<file path="src/inc/uart_frame_cfg.svh">
`ifndef UART_FRAME_CFG_SVH
`define UART_FRAME_CFG_SVH

// ----------------------------------------------------------------
// Register byte offsets
// ----------------------------------------------------------------
`define UFC_OFF_CTRL_ONE 8'h00
`define UFC_OFF_CTRL_TWO 8'h04
`define UFC_OFF_TX_DATA 8'h08
`define UFC_OFF_RX_DATA 8'h0C
`define UFC_OFF_STATUS 8'h10

// ----------------------------------------------------------------
// Field positions
// ----------------------------------------------------------------
`define UFC_C2_TX_ON 0
`define UFC_C2_RX_ON 1
`define UFC_C2_DIR 2
`define UFC_C2_STANDBY 3
`define UFC_ST_RX_FULL 0
`define UFC_ST_PARITY_ERR 1
`define UFC_ST_FRAME_ERR 2
`define UFC_ST_OVERRUN 3
`define UFC_ST_IDLE 4
`define UFC_ST_TX_BUSY 5

// ----------------------------------------------------------------
// Reset values and timing
// ----------------------------------------------------------------
`define UFC_CTRL_ONE_RST 8'h00
`define UFC_BIT_CYCLES 16
`define UFC_IDLE_BITS_8 10
`define UFC_IDLE_BITS_9 11

`endif

</file>
<file path="src/inc/uart_frame_pkg.sv">
package uart_frame_pkg;

  // ----------------------------------------------------------------
  // Types
  // ----------------------------------------------------------------
  typedef struct packed {
    logic echo_path_select;
    logic halt_in_wait;
    logic receive_source_select;
    logic char_nine;
    logic wake_on_mark;
    logic idle_count_type;
    logic parity_on;
    logic parity_odd_select;
  } ctrl_one_t;

  typedef struct packed {
    logic valid;
    logic wr;
    logic [7:0] addr;
  } bus_req_t;

  typedef enum logic [1:0] {
    S_IDLE = 2'b00,
    S_START = 2'b01,
    S_DATA = 2'b11,
    S_STOP = 2'b10
  } ser_state_t;

endpackage : uart_frame_pkg

</file>
<file path="src/rtl/pin_sync2.sv">
`timescale 1ns/1ps
module pin_sync2 #(
  parameter int WIDTH = 2
) (
  // Clock and reset
  input wire logic clk,
  input wire logic rst_n,
  // Asynchronous levels in, synchronised out
  input wire logic [WIDTH-1:0] d,
  output logic [WIDTH-1:0] q
);
  logic [WIDTH-1:0] meta_reg;

  // Idle line level is high
  always_ff @(posedge clk or negedge rst_n) begin
    if (!rst_n) begin
      meta_reg <= '1;
      q <= '1;
    end else begin
      meta_reg <= d;
      q <= meta_reg;
    end
  end
endmodule : pin_sync2

</file>
<file path="src/rtl/uart_frame_loop_config.sv">
// Decided for this implementation: register access over AHB-Lite and the register offsets.
`timescale 1ns/1ps
`include "uart_frame_cfg.svh"
module uart_frame_loop_config
  import uart_frame_pkg::*;
#(
  parameter int BIT_CYCLES = `UFC_BIT_CYCLES
) (
  // Clock and reset
  input wire logic hclk,
  input wire logic hresetn,
  // AHB-Lite slave
  input wire logic hsel,
  input wire logic [31:0] haddr,
  input wire logic [1:0] htrans,
  input wire logic hwrite,
  input wire logic [2:0] hsize,
  input wire logic [31:0] hwdata,
  input wire logic hready,
  output logic [31:0] hrdata,
  output logic hreadyout,
  output logic hresp,
  // CPU power state
  input wire logic cpu_wait,
  // Serial pins
  input wire logic rxd_in,
  input wire logic txd_in,
  output logic txd_out,
  output logic txd_oe,
  output logic rxd_owned,
  output logic unit_clk_run
);
  localparam logic [15:0] BITC = 16'(BIT_CYCLES);
  localparam logic [15:0] HALFC = 16'(BIT_CYCLES / 2);

  // ----------------------------------------------------------------
  // Functions
  // ----------------------------------------------------------------
  function automatic logic par_of(input logic [8:0] d, input logic nine);
    par_of = nine ? ^d : ^d[7:0];
  endfunction : par_of

  function automatic logic [15:0] idle_limit(input logic nine);
    idle_limit = nine ? 16'(BIT_CYCLES * `UFC_IDLE_BITS_9) :
                        16'(BIT_CYCLES * `UFC_IDLE_BITS_8);
  endfunction : idle_limit

  // ----------------------------------------------------------------
  // Pin synchronisers
  // ----------------------------------------------------------------
  logic [1:0] pin_sync;
  pin_sync2 #(.WIDTH(2)) u_sync (
    .clk(hclk),
    .rst_n(hresetn),
    .d({rxd_in, txd_in}),
    .q(pin_sync)
  );

  // ----------------------------------------------------------------
  // State
  // ----------------------------------------------------------------
  ctrl_one_t ctrl_one_reg;
  bus_req_t req_reg;
  logic tx_on_reg, rx_on_reg, dir_reg, standby_reg;
  logic rx_full_reg, parity_err_reg, frame_err_reg, overrun_reg, idle_reg;
  logic [8:0] rx_data_reg, tx_hold_reg, tx_shift_reg, rx_shift_reg;
  logic tx_pend_reg, idle_armed_reg;
  ser_state_t tx_state_reg, rx_state_reg;
  logic [15:0] tx_cnt_reg, rx_cnt_reg, idle_cnt_reg;
  logic [3:0] tx_bit_reg, rx_bit_reg;
  logic take, wr_en, rd_rx, freeze, tx_load, rx_done, idle_hit, rx_src;
  logic [3:0] last_bit;
  logic [8:0] rx_char;
  logic rx_msb, rx_perr, rx_accept, mark_wake;
  logic [31:0] rd_mux;
  logic [7:0] st_clr;

  // ----------------------------------------------------------------
  // Bus slave
  // ----------------------------------------------------------------
  assign take = hsel & htrans[1] & hready;
  assign wr_en = req_reg.valid & req_reg.wr;
  assign rd_rx = take & ~hwrite & (haddr[7:0] == `UFC_OFF_RX_DATA);
  assign st_clr = (wr_en && req_reg.addr == `UFC_OFF_STATUS) ? hwdata[7:0] : 8'h00;

  always_ff @(posedge hclk or negedge hresetn) begin
    if (!hresetn) begin
      req_reg <= '0;
    end else begin
      req_reg.valid <= take;
      req_reg.wr <= hwrite;
      req_reg.addr <= haddr[7:0];
    end
  end

  always_comb begin
    rd_mux = 32'h0000_0000;
    if (haddr[7:0] == `UFC_OFF_CTRL_ONE) begin
      rd_mux[7:0] = ctrl_one_reg;
    end else if (haddr[7:0] == `UFC_OFF_CTRL_TWO) begin
      rd_mux[`UFC_C2_TX_ON] = tx_on_reg;
      rd_mux[`UFC_C2_RX_ON] = rx_on_reg;
      rd_mux[`UFC_C2_DIR] = dir_reg;
      rd_mux[`UFC_C2_STANDBY] = standby_reg;
    end else if (haddr[7:0] == `UFC_OFF_TX_DATA) begin
      rd_mux[8:0] = tx_hold_reg;
    end else if (haddr[7:0] == `UFC_OFF_RX_DATA) begin
      rd_mux[8:0] = rx_data_reg;
    end else if (haddr[7:0] == `UFC_OFF_STATUS) begin
      rd_mux[`UFC_ST_RX_FULL] = rx_full_reg;
      rd_mux[`UFC_ST_PARITY_ERR] = parity_err_reg;
      rd_mux[`UFC_ST_FRAME_ERR] = frame_err_reg;
      rd_mux[`UFC_ST_OVERRUN] = overrun_reg;
      rd_mux[`UFC_ST_IDLE] = idle_reg;
      rd_mux[`UFC_ST_TX_BUSY] = tx_pend_reg | (tx_state_reg != S_IDLE);
    end
  end

  always_ff @(posedge hclk or negedge hresetn) begin
    if (!hresetn) begin
      hrdata <= 32'h0000_0000;
      hreadyout <= 1'b0;
      hresp <= 1'b0;
    end else begin
      hrdata <= (take && !hwrite) ? rd_mux : 32'h0000_0000;
      hreadyout <= 1'b1;
      hresp <= 1'b0;
    end
  end

  // ----------------------------------------------------------------
  // Control registers
  // ----------------------------------------------------------------
  always_ff @(posedge hclk or negedge hresetn) begin
    if (!hresetn) begin
      ctrl_one_reg <= `UFC_CTRL_ONE_RST;
      tx_on_reg <= 1'b0;
      rx_on_reg <= 1'b0;
      dir_reg <= 1'b0;
    end else if (wr_en && req_reg.addr == `UFC_OFF_CTRL_ONE) begin
      ctrl_one_reg <= hwdata[7:0];
    end else if (wr_en && req_reg.addr == `UFC_OFF_CTRL_TWO) begin
      tx_on_reg <= hwdata[`UFC_C2_TX_ON];
      rx_on_reg <= hwdata[`UFC_C2_RX_ON];
      dir_reg <= hwdata[`UFC_C2_DIR];
    end
  end

  // Software write of standby wins over a wake in the same cycle
  always_ff @(posedge hclk or negedge hresetn) begin
    if (!hresetn) begin
      standby_reg <= 1'b0;
    end else if (wr_en && req_reg.addr == `UFC_OFF_CTRL_TWO) begin
      standby_reg <= hwdata[`UFC_C2_STANDBY];
    end else if (mark_wake || (idle_hit && !ctrl_one_reg.wake_on_mark)) begin
      standby_reg <= 1'b0;
    end
  end

  // ----------------------------------------------------------------
  // Pin routing and wait mode
  // ----------------------------------------------------------------
  assign freeze = ctrl_one_reg.halt_in_wait & cpu_wait;

  always_comb begin
    if (!ctrl_one_reg.echo_path_select) begin
      rx_src = pin_sync[1];
    end else if (ctrl_one_reg.receive_source_select) begin
      rx_src = pin_sync[0];
    end else begin
      rx_src = txd_out;
    end
  end

  always_ff @(posedge hclk or negedge hresetn) begin
    if (!hresetn) begin
      txd_oe <= 1'b0;
      rxd_owned <= 1'b0;
      unit_clk_run <= 1'b1;
    end else begin
      if (ctrl_one_reg.echo_path_select && ctrl_one_reg.receive_source_select) begin
        txd_oe <= tx_on_reg & dir_reg;
      end else begin
        txd_oe <= tx_on_reg;
      end
      rxd_owned <= rx_on_reg & ~ctrl_one_reg.echo_path_select;
      unit_clk_run <= ~freeze;
    end
  end

  // ----------------------------------------------------------------
  // Transmitter
  // ----------------------------------------------------------------
  assign last_bit = ctrl_one_reg.char_nine ? 4'd8 : 4'd7;
  assign tx_load = (tx_state_reg == S_IDLE) & tx_pend_reg & tx_on_reg & ~freeze;

  always_ff @(posedge hclk or negedge hresetn) begin
    if (!hresetn) begin
      tx_hold_reg <= 9'h000;
      tx_pend_reg <= 1'b0;
    end else if (wr_en && req_reg.addr == `UFC_OFF_TX_DATA && !tx_pend_reg) begin
      tx_hold_reg <= hwdata[8:0];
      tx_pend_reg <= 1'b1;
    end else if (tx_load) begin
      tx_pend_reg <= 1'b0;
    end
  end

  always_ff @(posedge hclk or negedge hresetn) begin
    if (!hresetn) begin
      tx_state_reg <= S_IDLE;
      tx_shift_reg <= 9'h000;
      tx_cnt_reg <= 16'h0000;
      tx_bit_reg <= 4'h0;
      txd_out <= 1'b1;
    end else if (!freeze) begin
      case (tx_state_reg)
        S_IDLE: begin
          txd_out <= 1'b1;
          if (tx_load) begin
            tx_shift_reg <= tx_hold_reg;
            if (ctrl_one_reg.parity_on && ctrl_one_reg.char_nine) begin
              tx_shift_reg[8] <= par_of({1'b0, tx_hold_reg[7:0]}, 1'b1) ^
                                 ctrl_one_reg.parity_odd_select;
            end else if (ctrl_one_reg.parity_on) begin
              tx_shift_reg[7] <= ^tx_hold_reg[6:0] ^ ctrl_one_reg.parity_odd_select;
            end
            tx_cnt_reg <= BITC;
            tx_state_reg <= S_START;
            txd_out <= 1'b0;
          end
        end
        S_START: begin
          if (tx_cnt_reg == 16'h0001) begin
            tx_cnt_reg <= BITC;
            tx_bit_reg <= 4'h0;
            txd_out <= tx_shift_reg[0];
            tx_state_reg <= S_DATA;
          end else begin
            tx_cnt_reg <= tx_cnt_reg - 16'h0001;
          end
        end
        S_DATA: begin
          if (tx_cnt_reg != 16'h0001) begin
            tx_cnt_reg <= tx_cnt_reg - 16'h0001;
          end else if (tx_bit_reg == last_bit) begin
            tx_cnt_reg <= BITC;
            txd_out <= 1'b1;
            tx_state_reg <= S_STOP;
          end else begin
            tx_cnt_reg <= BITC;
            tx_shift_reg <= {1'b0, tx_shift_reg[8:1]};
            txd_out <= tx_shift_reg[1];
            tx_bit_reg <= tx_bit_reg + 4'h1;
          end
        end
        default: begin
          if (tx_cnt_reg == 16'h0001) begin
            tx_state_reg <= S_IDLE;
          end else begin
            tx_cnt_reg <= tx_cnt_reg - 16'h0001;
          end
        end
      endcase
    end
  end

  // ----------------------------------------------------------------
  // Receiver
  // ----------------------------------------------------------------
  assign rx_done = ~freeze & (rx_state_reg == S_STOP) & (rx_cnt_reg == 16'h0001);
  assign rx_char = ctrl_one_reg.char_nine ? rx_shift_reg : {1'b0, rx_shift_reg[8:1]};
  assign rx_msb = ctrl_one_reg.char_nine ? rx_char[8] : rx_char[7];
  assign rx_perr = ctrl_one_reg.parity_on &
                   (par_of(rx_char, ctrl_one_reg.char_nine) !=
                    ctrl_one_reg.parity_odd_select);
  assign mark_wake = rx_done & standby_reg & ctrl_one_reg.wake_on_mark & rx_msb;
  assign rx_accept = rx_done & (~standby_reg | mark_wake);

  always_ff @(posedge hclk or negedge hresetn) begin
    if (!hresetn) begin
      rx_state_reg <= S_IDLE;
      rx_shift_reg <= 9'h000;
      rx_cnt_reg <= 16'h0000;
      rx_bit_reg <= 4'h0;
    end else if (!rx_on_reg) begin
      rx_state_reg <= S_IDLE;
    end else if (!freeze) begin
      case (rx_state_reg)
        S_IDLE: begin
          if (!rx_src) begin
            rx_cnt_reg <= HALFC;
            rx_state_reg <= S_START;
          end
        end
        S_START: begin
          if (rx_cnt_reg != 16'h0001) begin
            rx_cnt_reg <= rx_cnt_reg - 16'h0001;
          end else if (!rx_src) begin
            rx_cnt_reg <= BITC;
            rx_bit_reg <= 4'h0;
            rx_state_reg <= S_DATA;
          end else begin
            rx_state_reg <= S_IDLE;
          end
        end
        S_DATA: begin
          if (rx_cnt_reg != 16'h0001) begin
            rx_cnt_reg <= rx_cnt_reg - 16'h0001;
          end else begin
            rx_cnt_reg <= BITC;
            rx_shift_reg <= {rx_src, rx_shift_reg[8:1]};
            rx_bit_reg <= rx_bit_reg + 4'h1;
            if (rx_bit_reg == last_bit) begin
              rx_state_reg <= S_STOP;
            end
          end
        end
        default: begin
          if (rx_cnt_reg == 16'h0001) begin
            rx_state_reg <= S_IDLE;
          end else begin
            rx_cnt_reg <= rx_cnt_reg - 16'h0001;
          end
        end
      endcase
    end
  end

  // Flags: hardware set wins over write-one-to-clear
  always_ff @(posedge hclk or negedge hresetn) begin
    if (!hresetn) begin
      rx_data_reg <= 9'h000;
      rx_full_reg <= 1'b0;
      parity_err_reg <= 1'b0;
      frame_err_reg <= 1'b0;
      overrun_reg <= 1'b0;
      idle_reg <= 1'b0;
    end else begin
      if (rx_accept && !rx_full_reg) begin
        rx_data_reg <= rx_char;
      end
      rx_full_reg <= rx_accept | (rx_full_reg & ~rd_rx & ~st_clr[`UFC_ST_RX_FULL]);
      parity_err_reg <= (rx_accept & rx_perr) |
                        (parity_err_reg & ~st_clr[`UFC_ST_PARITY_ERR]);
      frame_err_reg <= (rx_accept & ~rx_src) | (frame_err_reg & ~st_clr[`UFC_ST_FRAME_ERR]);
      overrun_reg <= (rx_accept & rx_full_reg) | (overrun_reg & ~st_clr[`UFC_ST_OVERRUN]);
      idle_reg <= idle_hit | (idle_reg & ~st_clr[`UFC_ST_IDLE]);
    end
  end

  // ----------------------------------------------------------------
  // Idle line detection
  // ----------------------------------------------------------------
  assign idle_hit = ~freeze & idle_armed_reg &
                    (idle_cnt_reg == idle_limit(ctrl_one_reg.char_nine) - 16'h0001) & rx_src;

  always_ff @(posedge hclk or negedge hresetn) begin
    if (!hresetn) begin
      idle_cnt_reg <= 16'h0000;
      idle_armed_reg <= 1'b0;
    end else if (!rx_on_reg) begin
      idle_cnt_reg <= 16'h0000;
      idle_armed_reg <= 1'b0;
    end else if (!freeze) begin
      if (!rx_src || (ctrl_one_reg.idle_count_type && rx_state_reg != S_IDLE)) begin
        idle_cnt_reg <= 16'h0000;
      end else if (idle_cnt_reg != idle_limit(ctrl_one_reg.char_nine)) begin
        idle_cnt_reg <= idle_cnt_reg + 16'h0001;
      end
      if (rx_state_reg == S_DATA) begin
        idle_armed_reg <= 1'b1;
      end else if (idle_hit) begin
        idle_armed_reg <= 1'b0;
      end
    end
  end

  // ----------------------------------------------------------------
  // Checks
  // ----------------------------------------------------------------
  chk_normal_route: assert property (@(posedge hclk) disable iff (!hresetn)
    !ctrl_one_reg.echo_path_select |-> rx_src == $past(rxd_in, 2))
    else $error("receiver not on receive pin in normal mode");
  chk_loop_internal: assert property (@(posedge hclk) disable iff (!hresetn)
    ctrl_one_reg.echo_path_select && !ctrl_one_reg.receive_source_select |-> rx_src == txd_out)
    else $error("loopback not fed from transmitter");
  chk_single_wire: assert property (@(posedge hclk) disable iff (!hresetn)
    ctrl_one_reg.echo_path_select && ctrl_one_reg.receive_source_select
    |-> rx_src == $past(txd_in, 2))
    else $error("single wire receiver not on transmit pin");
  chk_pin_release: assert property (@(posedge hclk) disable iff (!hresetn)
    ctrl_one_reg.echo_path_select |=> !rxd_owned)
    else $error("receive pin held in loop mode");
  chk_wire_direction: assert property (@(posedge hclk) disable iff (!hresetn)
    ctrl_one_reg.echo_path_select && ctrl_one_reg.receive_source_select && !dir_reg
    |=> !txd_oe)
    else $error("shared pin driven while set as input");
  chk_wait_freeze: assert property (@(posedge hclk) disable iff (!hresetn)
    freeze && tx_state_reg != S_IDLE |=> $stable(tx_cnt_reg) && $stable(tx_state_reg))
    else $error("transmitter moved while frozen");
  chk_start_bit: assert property (@(posedge hclk) disable iff (!hresetn)
    tx_load |=> !txd_out ##1 (!txd_out || freeze))
    else $error("start bit missing");
  chk_frame_len: assert property (@(posedge hclk) disable iff (!hresetn)
    tx_state_reg == S_DATA |-> tx_bit_reg <= last_bit)
    else $error("too many data bits");
  chk_tx_parity: assert property (@(posedge hclk) disable iff (!hresetn)
    tx_load && ctrl_one_reg.parity_on && !$changed(ctrl_one_reg)
    |=> par_of(tx_shift_reg, ctrl_one_reg.char_nine) == ctrl_one_reg.parity_odd_select)
    else $error("generated parity wrong");
  chk_parity_flag: assert property (@(posedge hclk) disable iff (!hresetn)
    rx_accept && rx_perr |=> parity_err_reg)
    else $error("parity error not flagged");
  chk_idle_wake: assert property (@(posedge hclk) disable iff (!hresetn)
    idle_hit && standby_reg && !ctrl_one_reg.wake_on_mark && !wr_en |=> !standby_reg)
    else $error("idle line did not wake receiver");
  chk_idle_type: assert property (@(posedge hclk) disable iff (!hresetn)
    rx_on_reg && ctrl_one_reg.idle_count_type && rx_state_reg != S_IDLE && !freeze
    |=> idle_cnt_reg == 16'h0000)
    else $error("idle count ran inside a character");
endmodule : uart_frame_loop_config

</file>
<file path="config.mk">
export PLATFORM = sky130hd
export DESIGN_NAME = uart_frame_loop_config
export DESIGN_NICKNAME = d
export VERILOG_FILES = /design/src/inc/uart_frame_pkg.sv /design/src/rtl/pin_sync2.sv /design/src/rtl/uart_frame_loop_config.sv
export VERILOG_INCLUDE_DIRS = /design/src /design/src/inc
export SDC_FILE = /design/constraint.sdc
export NUM_CORES = 1
export LEC_CHECK = 0
export ABC_AREA = 1
export ABC_CLOCK_PERIOD_IN_PS = 4500
export BUFFER_PORTS_ARGS = -buffer_cell sky130_fd_sc_hd__buf_2
export CAP_MARGIN = 10
export CORE_UTILIZATION = 60
export CTS_BUF_LIST = sky130_fd_sc_hd__clkbuf_16
export DETAILED_ROUTE_END_ITERATION = 16
export PLACE_DENSITY_LB_ADDON = 0.12
export SLEW_MARGIN = 20
export SYNTH_ARGS = -nofsm -noshare
export SYNTH_HDL_FRONTEND = slang
export SYNTH_HIERARCHICAL = 1
export SYNTH_SLANG_ARGS = --single-unit
</file>
<file path="constraint.sdc">
create_clock -name hclk -period 4.5 [get_ports hclk]
set_clock_uncertainty 0.1 [all_clocks]
set_input_delay 0.675 -clock hclk [delete_from_list [all_inputs] [get_ports hclk]]
set_output_delay 0.675 -clock hclk [all_outputs]
set_load 0.005 [all_outputs]
</file>
==> impl_metrics.csv, run 1 <==
group,metric,value,unit
status,status,"completed",
timing,final-hold-violation-count,0,
final_layout,final_common_cell,"nand2_1",
worst_setup_path,start_kind,"flip-flop",
clock_network,hold_buffers,0,
pwr,powerDensity,489,nW/um^2
pwr,pwr-share-clk,28.8,%
timing,fin_crit,2360,ps
logic_synthesis,synth_cell_types,55,
global_route,grt_pass1_wl,32.1,mm
die,rows,43,
route,drtIter0Drc,494,
placement,gp_congestion,0.881,
route,postRouteAntennaNets,0,
placement,port_buffers,39,
worst_setup_path,rr_worst_depth,8,
global_route,antenna_found_initial,0,
worst_setup_path,cp_data_arrival_time,2590,ps
clock_network,numCtsBuffers,17,
clock_network,cts_setup_buffers,0,
run,max_cap_viol_count,0,
timing,tns,0,ps
die,boundaryPins,115,
logic_synthesis,synth_area_leaders,"dfrtp_1, nand2_1, inv_1",
route,route.detailed.drc,0,
die,die_y,121,um
pwr,power_leakage,4.82,nW
global_route,first_global_vias,6772,
pwr,p_int,2.76,mW
worst_setup_path,r2r_slack,2140,ps
timing,setup_viol,0,
route,firstDrtPassIters,8,
placement,post-dp-hpwl,13.5,mm
pwr,switchingPower,1.78,mW
die,core,13900,sq um
route,wl_met1,8.61,mm
logic_synthesis,synth-edff-count,0,
clock_network,cts_buffer_depth,2,
logic_synthesis,ys.flop_type,"dfrtp_1",
pwr,swShare,39.2,%
final_layout,mostFrequentLayoutCells,"nand2_1, dfrtp_1, inv_1",
worst_setup_path,crit_type,"flip-flop to flip-flop",
die,die_w,121,um
die,dieArea,14700,sq um
final_layout,finalNonFillerCells,1389,
final_layout,diodes,0,
logic_synthesis,mappedNetlistArea,8530,sq um
logic_synthesis,async_reset_ff_share,100,%
global_route,track_usage,28.0,%
route,top_layer,"met4",
timing,final-max-slew-violation-count,0,
final_layout,n_fill_cell,1191,
die,start_util,61.4,%
logic_synthesis,avgSynthCellArea,7.36,sq um
route,dr_total_vias,7363,
logic_synthesis,yosys_warnings,6,
worst_setup_path,crit_fanout,19,
route,vias_per_cell,5.30,
clock_network,cts.sink_count,143,
timing,rsz0062_at_grt,"false",
logic_synthesis,synth_top_cell_area_share,40.2,%
clock_network,cts_tree,"yes",
final_layout,finalNetCount,1286,
pwr,vdd_drop_max,0.400,mV
clock_network,clock_latency,430,ps
clock_network,cts_resized,0,
route,routed_wl,18.9,mm
clock_network,cts_root_buf,"clkbuf_16",
timing,worstMarginPinSlew,831,ps
placement,place_inst,1357,
route,wl_met2,8.91,mm
logic_synthesis,synth_top_cell_by_area,"dfrtp_1",
hold_path,hold_path.class,"input pin to async pin",
global_route,grt_max_degree,92,
pwr,pwr-share-seq,37.9,%
logic_synthesis,yosysSeqAreaShare,42.1,%
timing,max_freq,424,MHz
route,wl_per_cell,13.6,um
timing,slew_headroom,44.6,%
final_layout,layout-drive-gt1-share,11.2,%
worst_setup_path,cp-end-kind,"flip-flop",
pwr,combinationalPowerShare,33.3,%
worst_setup_path,rr_startpoint,"rx_state_reg[1]$_DFFE_PN0P_",
logic_synthesis,ys_ff_latch,143,
final_layout,area_delta_synth_final,8.89,%
timing,period_share,52.5,%
worst_setup_path,rr_endpoint,"rx_cnt_reg[4]$_DFFE_PN0P_",
logic_synthesis,syn_inst,1158,
clock_network,htreeDepth,4,
global_route,grt_overflow,0,
route,met3_length,1.06,mm
worst_setup_path,cp.required,4730,ps
clock_network,clkTransAtPathRegs,60,ps
## metal layers
| metal | vias up | GRT usage [%] |
|---|---|---|
| li1 | 3723 | - |
| met1 | 3413 | 37.6 |
| met2 | 199 | 45.0 |
| met3 | 28 | 5.59 |
| met4 | 0 | 9.80 |
| met5 | - | 0 |
## power groups by stage
stage	Sequential, mW	Combinational [mW]	Clock, mW
finish	1.72	1.51	1.31
global route	1.75	1.73	1.39
CTS	1.72	1.51	1.33
detailed placement	1.73	1.50	0
global placement	1.73	1.46	0
floorplan	1.67	1.25	0
## stage by stage
step	util [%]	hold slack, ps	setup slack [ps]	power [mW]	cell area [sq um]
finish	66.9	197	2140	4.54	9290
global route	66.9	232	1960	4.87	9290
CTS	66.9	234	2170	4.55	9290
detailed placement	63.0	250	2150	3.23	8740
global placement	63.0	254	2200	3.19	8740
floorplan	-	245	2680	2.92	8610
## how the worst max path moves through the flow
| stage | from | endpoint | slack [ps] | depth (start not counted) |
|---|---|---|---|---|
| after global placement | haddr[1] | hrdata[2]$_DFF_PN0_ | 2200 | 8 |
| final | rx_state_reg[1]$_DFFE_PN0P_ | rx_cnt_reg[4]$_DFFE_PN0P_ | 2140 | 8 |
| after CTS | rx_state_reg[1]$_DFFE_PN0P_ | rx_cnt_reg[4]$_DFFE_PN0P_ | 2170 | 8 |
| after global routing | rx_state_reg[1]$_DFFE_PN0P_ | rx_cnt_reg[4]$_DFFE_PN0P_ | 1960 | 8 |
| after detailed placement | haddr[1] | hrdata[1]$_DFF_PN0_ | 2150 | 8 |
| after floorplan | haddr[1] | hrdata[2]$_DFF_PN0_ | 2680 | 7 |
## cells in the mapped netlist (2+ instances only)
cell	n
a21oi_1	18
nand2_1	411
nor2_2	7
inv_2	8
nor2_4	5
conb_1	2
dfstp_2	6
o21ai_1	18
a41oi_1	2
clkbuf_1	3
o21bai_1	3
or2_2	3
nand3_2	2
nand2_2	7
nand4_1	16
o21ai_2	12
o21ai_0	74
xor2_1	18
buf_4	27
nor2_1	97
buf_6	5
buf_2	10
ha_1	13
xnor2_1	12
nand2_4	2
nor3_1	21
nand3_1	70
nand3b_1	5
dfrtp_1	137
o31ai_1	2
inv_1	111
mux2i_1	6
nor3_2	3
## cell families (layout without fill, tap and decap cells)
logic type	Yosys count	count (layout)	synth area share (%)
AND/OR/NAND/NOR	658	658	33.4
XOR/XNOR	30	30	3.08
adder cells (fa/ha/maj)	13	13	1.91
flip-flops	143	143	42.1
other	2	25	0.0881
AO/OA/AOI/OAI	139	139	9.58
multiplexers	7	7	0.836
buffers and inverters	166	194	9.08
## layout make-up
| class | instances | area [sq um] | area share, % |
|---|---|---|---|
| Timing Repair Buffer | 42 | 224 | 2.41 |
| Multi-Input combinational cell | 872 | 4250 | 45.8 |
| Inverter | 120 | 450 | 4.85 |
| Sequential cell | 143 | 3590 | 38.6 |
| Clock inverter | 15 | 121 | 1.31 |
| Tap cell | 180 | 225 | 2.43 |
| Clock buffer | 17 | 425 | 4.58 |
## critical path, stage by stage, from the launching register on
cell and delay (ps):
dfrtp_1 440, inv_1 160, ha_1 260, nor2_1 70, inv_1 330, o21ai_2 140, a21oi_4 460, nand2_1 110
a22oi_1 190
Power figures use the tool's default switching activity.
==> run 2, diff against run 1 <==
ABC_CLOCK_PERIOD_IN_PS = 2400   (was 4500)
CORE_UTILIZATION = 59   (was 60)
clock period = 2.4 ns   (was 4.5 ns; I/O delays follow)
==> run 2 against run 1 <==
Utilization is 1.3 points higher. First-iteration DRC count down 13%. Maximum frequency up 11%. Wire length up 1.4%. Clock power is 91% higher. Global-route usage up 0.46 points. Combinational power is 94% higher. Largest cell class unchanged. Highest routed layer unchanged.
==> impl_metrics.csv, run 2 (same netlist as run 1, synthesis figures left out) <==
group,metric,value,unit
pwr,power_leakage,4.94,nW
clock_network,cts_setup_buffers,0,
final_layout,multiInputGateArea,4250,sq um
hold_path,hold_path.class,"input pin to flip-flop",
global_route,track_usage,28.4,%
final_layout,area_delta_synth_final,11.8,%
worst_setup_path,crit_type,"flip-flop to flip-flop",
final_layout,seq_area,3590,sq um
die,rows,43,
pwr,vdd_drop_max,0.789,mV
die,die_y,122,um
die,boundaryPins,115,
worst_setup_path,cp-end-kind,"flip-flop",
clock_network,cts.sink_count,143,
timing,period_share,88.5,%
worst_setup_path,crit_family,"simple AND/OR/NAND/NOR gates",
timing,setup_ws,276,ps
placement,post-dp-hpwl,13.8,mm
placement,port_buffers,39,
global_route,use_met3,5.95,%
clock_network,cts_buffer_depth,2,
pwr,switchingPower,3.32,mW
die,start_util,61.0,%
route,route.detailed.drc,0,
route,vias_per_cell,5.25,
worst_setup_path,slowest_delay,450,ps
pwr,powerDensity,907,nW/um^2
clock_network,cts_tree,"yes",
final_layout,diodes,0,
pwr,p_int,5.33,mW
final_layout,final_common_cell,"nand2_1",
worst_setup_path,start_kind,"flip-flop",
worst_setup_path,worstPathCellList,"inv_1 -> ha_1 -> inv_1 -> nand2_1 -> nand2_1 -> nor4_1 -> nand2_1 -> nand2_4 -> inv_1 -> nand2_1 -> nand2_1",
global_route,grt_overflow,0,
clock_network,clock_latency,420,ps
route,routed_wl,19.2,mm
pwr,pwr-share-clk,28.9,%
timing,setup_viol,0,
final_layout,finalNetCount,1312,
global_route,grt_pass1_wl,33.1,mm
placement,dp_slack,286,ps
clock_network,cts_resized,0,
worst_setup_path,cp.required,2620,ps
worst_setup_path,critPathBufInv,3,
timing,final-max-slew-violation-count,0,
timing,final-hold-violation-count,0,
pwr,combinationalPowerShare,33.8,%
global_route,antenna_found_initial,0,
global_route,busiest_layer,"met2",
clock_network,clkTransAtPathRegs,60,ps
global_route,grt_max_degree,52,
worst_setup_path,crit_fanout,25,
placement,gp_congestion,0.939,
timing,fin_crit,2120,ps
worst_setup_path,cpMaxStageDelayCell,"dfrtp_1",
final_layout,layout-drive-gt1-share,11.8,%
global_route,first_global_vias,7073,
worst_setup_path,cp_data_arrival_time,2340,ps
clock_network,cts_root_buf,"clkbuf_16",
route,wl_per_cell,13.6,um
final_layout,n_fill_cell,1180,
die,core,14000,sq um
die,dieArea,14900,sq um
route,firstDrtPassIters,5,
timing,worstMarginPinSlew,642,ps
timing,tns,0,ps
final_layout,mostFrequentLayoutCells,"nand2_1, dfrtp_1, inv_1",
route,drtIter0Drc,430,
global_route,grt_util_met2,46.3,%
pwr,pwr-share-seq,37.2,%
timing,slew_headroom,57.2,%
route,postRouteAntennaNets,0,
global_route,met1_usage,37.8,%
timing,rsz0062_at_grt,"false",
status,status,"completed",
pwr,swShare,38.4,%
clock_network,numCtsBuffers,17,
die,die_w,122,um
route,dr_total_vias,7435,
run,max_cap_viol_count,0,
worst_setup_path,worst_path_most_repeated_cell,"nand2_1",
clock_network,htreeDepth,4,
timing,max_freq,471,MHz
==> run 2: cell types whose count changed in the layout (fill, tap and decap cells not counted), sizes merged <==
cell         delta
buf            +14
bufinv          +1
clkinvlp        +3
dlygate4sd3    +12
clkinv          -5
inv             +1
==> run 2: repair_timing <==
| item | in CTS | in global routing |
|---|---|---|
| endpoints found under the hold margin | 58 | 0 |
| hold buffers | 12 | 0 |
| setup endpoints to repair | 0 | 0 |
==> run 2: path summary, 6_finish.rpt <==
path	slack, ps	endpoint	startpoint	cells past startpoint
max in group asynchronous	1170	unit_clk_run$_DFF_PN1_	hresetn	3
min in group asynchronous	340	hreadyout$_DFF_PN0_	hresetn	2
worst max register to register	280	idle_cnt_reg[12]$_DFFE_PN0P_	rx_state_reg[0]$_DFFE_PN0P_	11
worst max-delay path	280	idle_cnt_reg[12]$_DFFE_PN0P_	rx_state_reg[0]$_DFFE_PN0P_	11
worst min-delay path	60	tx_hold_reg[8]$_DFFE_PN0P_	hwdata[8]	2
worst min register to register	260	u_sync/q[1]$_DFF_PN1_	u_sync/meta_reg[1]$_DFF_PN1_	0
==> run 2: per-stage QoR <==
stage                     hold WS [ps]  utilization, %  total power, mW  instances  cell area, sq um
after floorplan                  -35.6               -             5.48       1181              8610
after global placement             229            63.3             6.06       1371              8860
after detailed placement           231            63.3             6.14       1371              8860
after CTS                         52.6            68.1             8.68       1415              9530
after global routing              64.0            68.1             9.30       1415              9530
final                             63.5            68.1             8.65       1415              9530
==> run 2: area by class of cell <==
class	instances	area share [%]
inverter	120	4.73
tap	180	2.36
sequential	143	37.6
clock inverter	15	1.38
timing repair buffer	68	4.84
clock buffer	17	4.46
multi-input combinational	872	44.6
==> run 2: power groups by stage <==
stage               clock, mW  combinational, mW  sequential, mW
finish                   2.50               2.93            3.22
CTS                      2.53               2.93            3.22
global route             2.65               3.37            3.28
detailed placement          0               2.89            3.25
global placement            0               2.81            3.24
floorplan                   0               2.34            3.13
==> run 2: layer usage <==
layer,part of all wire (%),wire (um)
met1,46,8820
met2,47,9100
met3,4.7,903
met4,1.9,369
met5,0,0
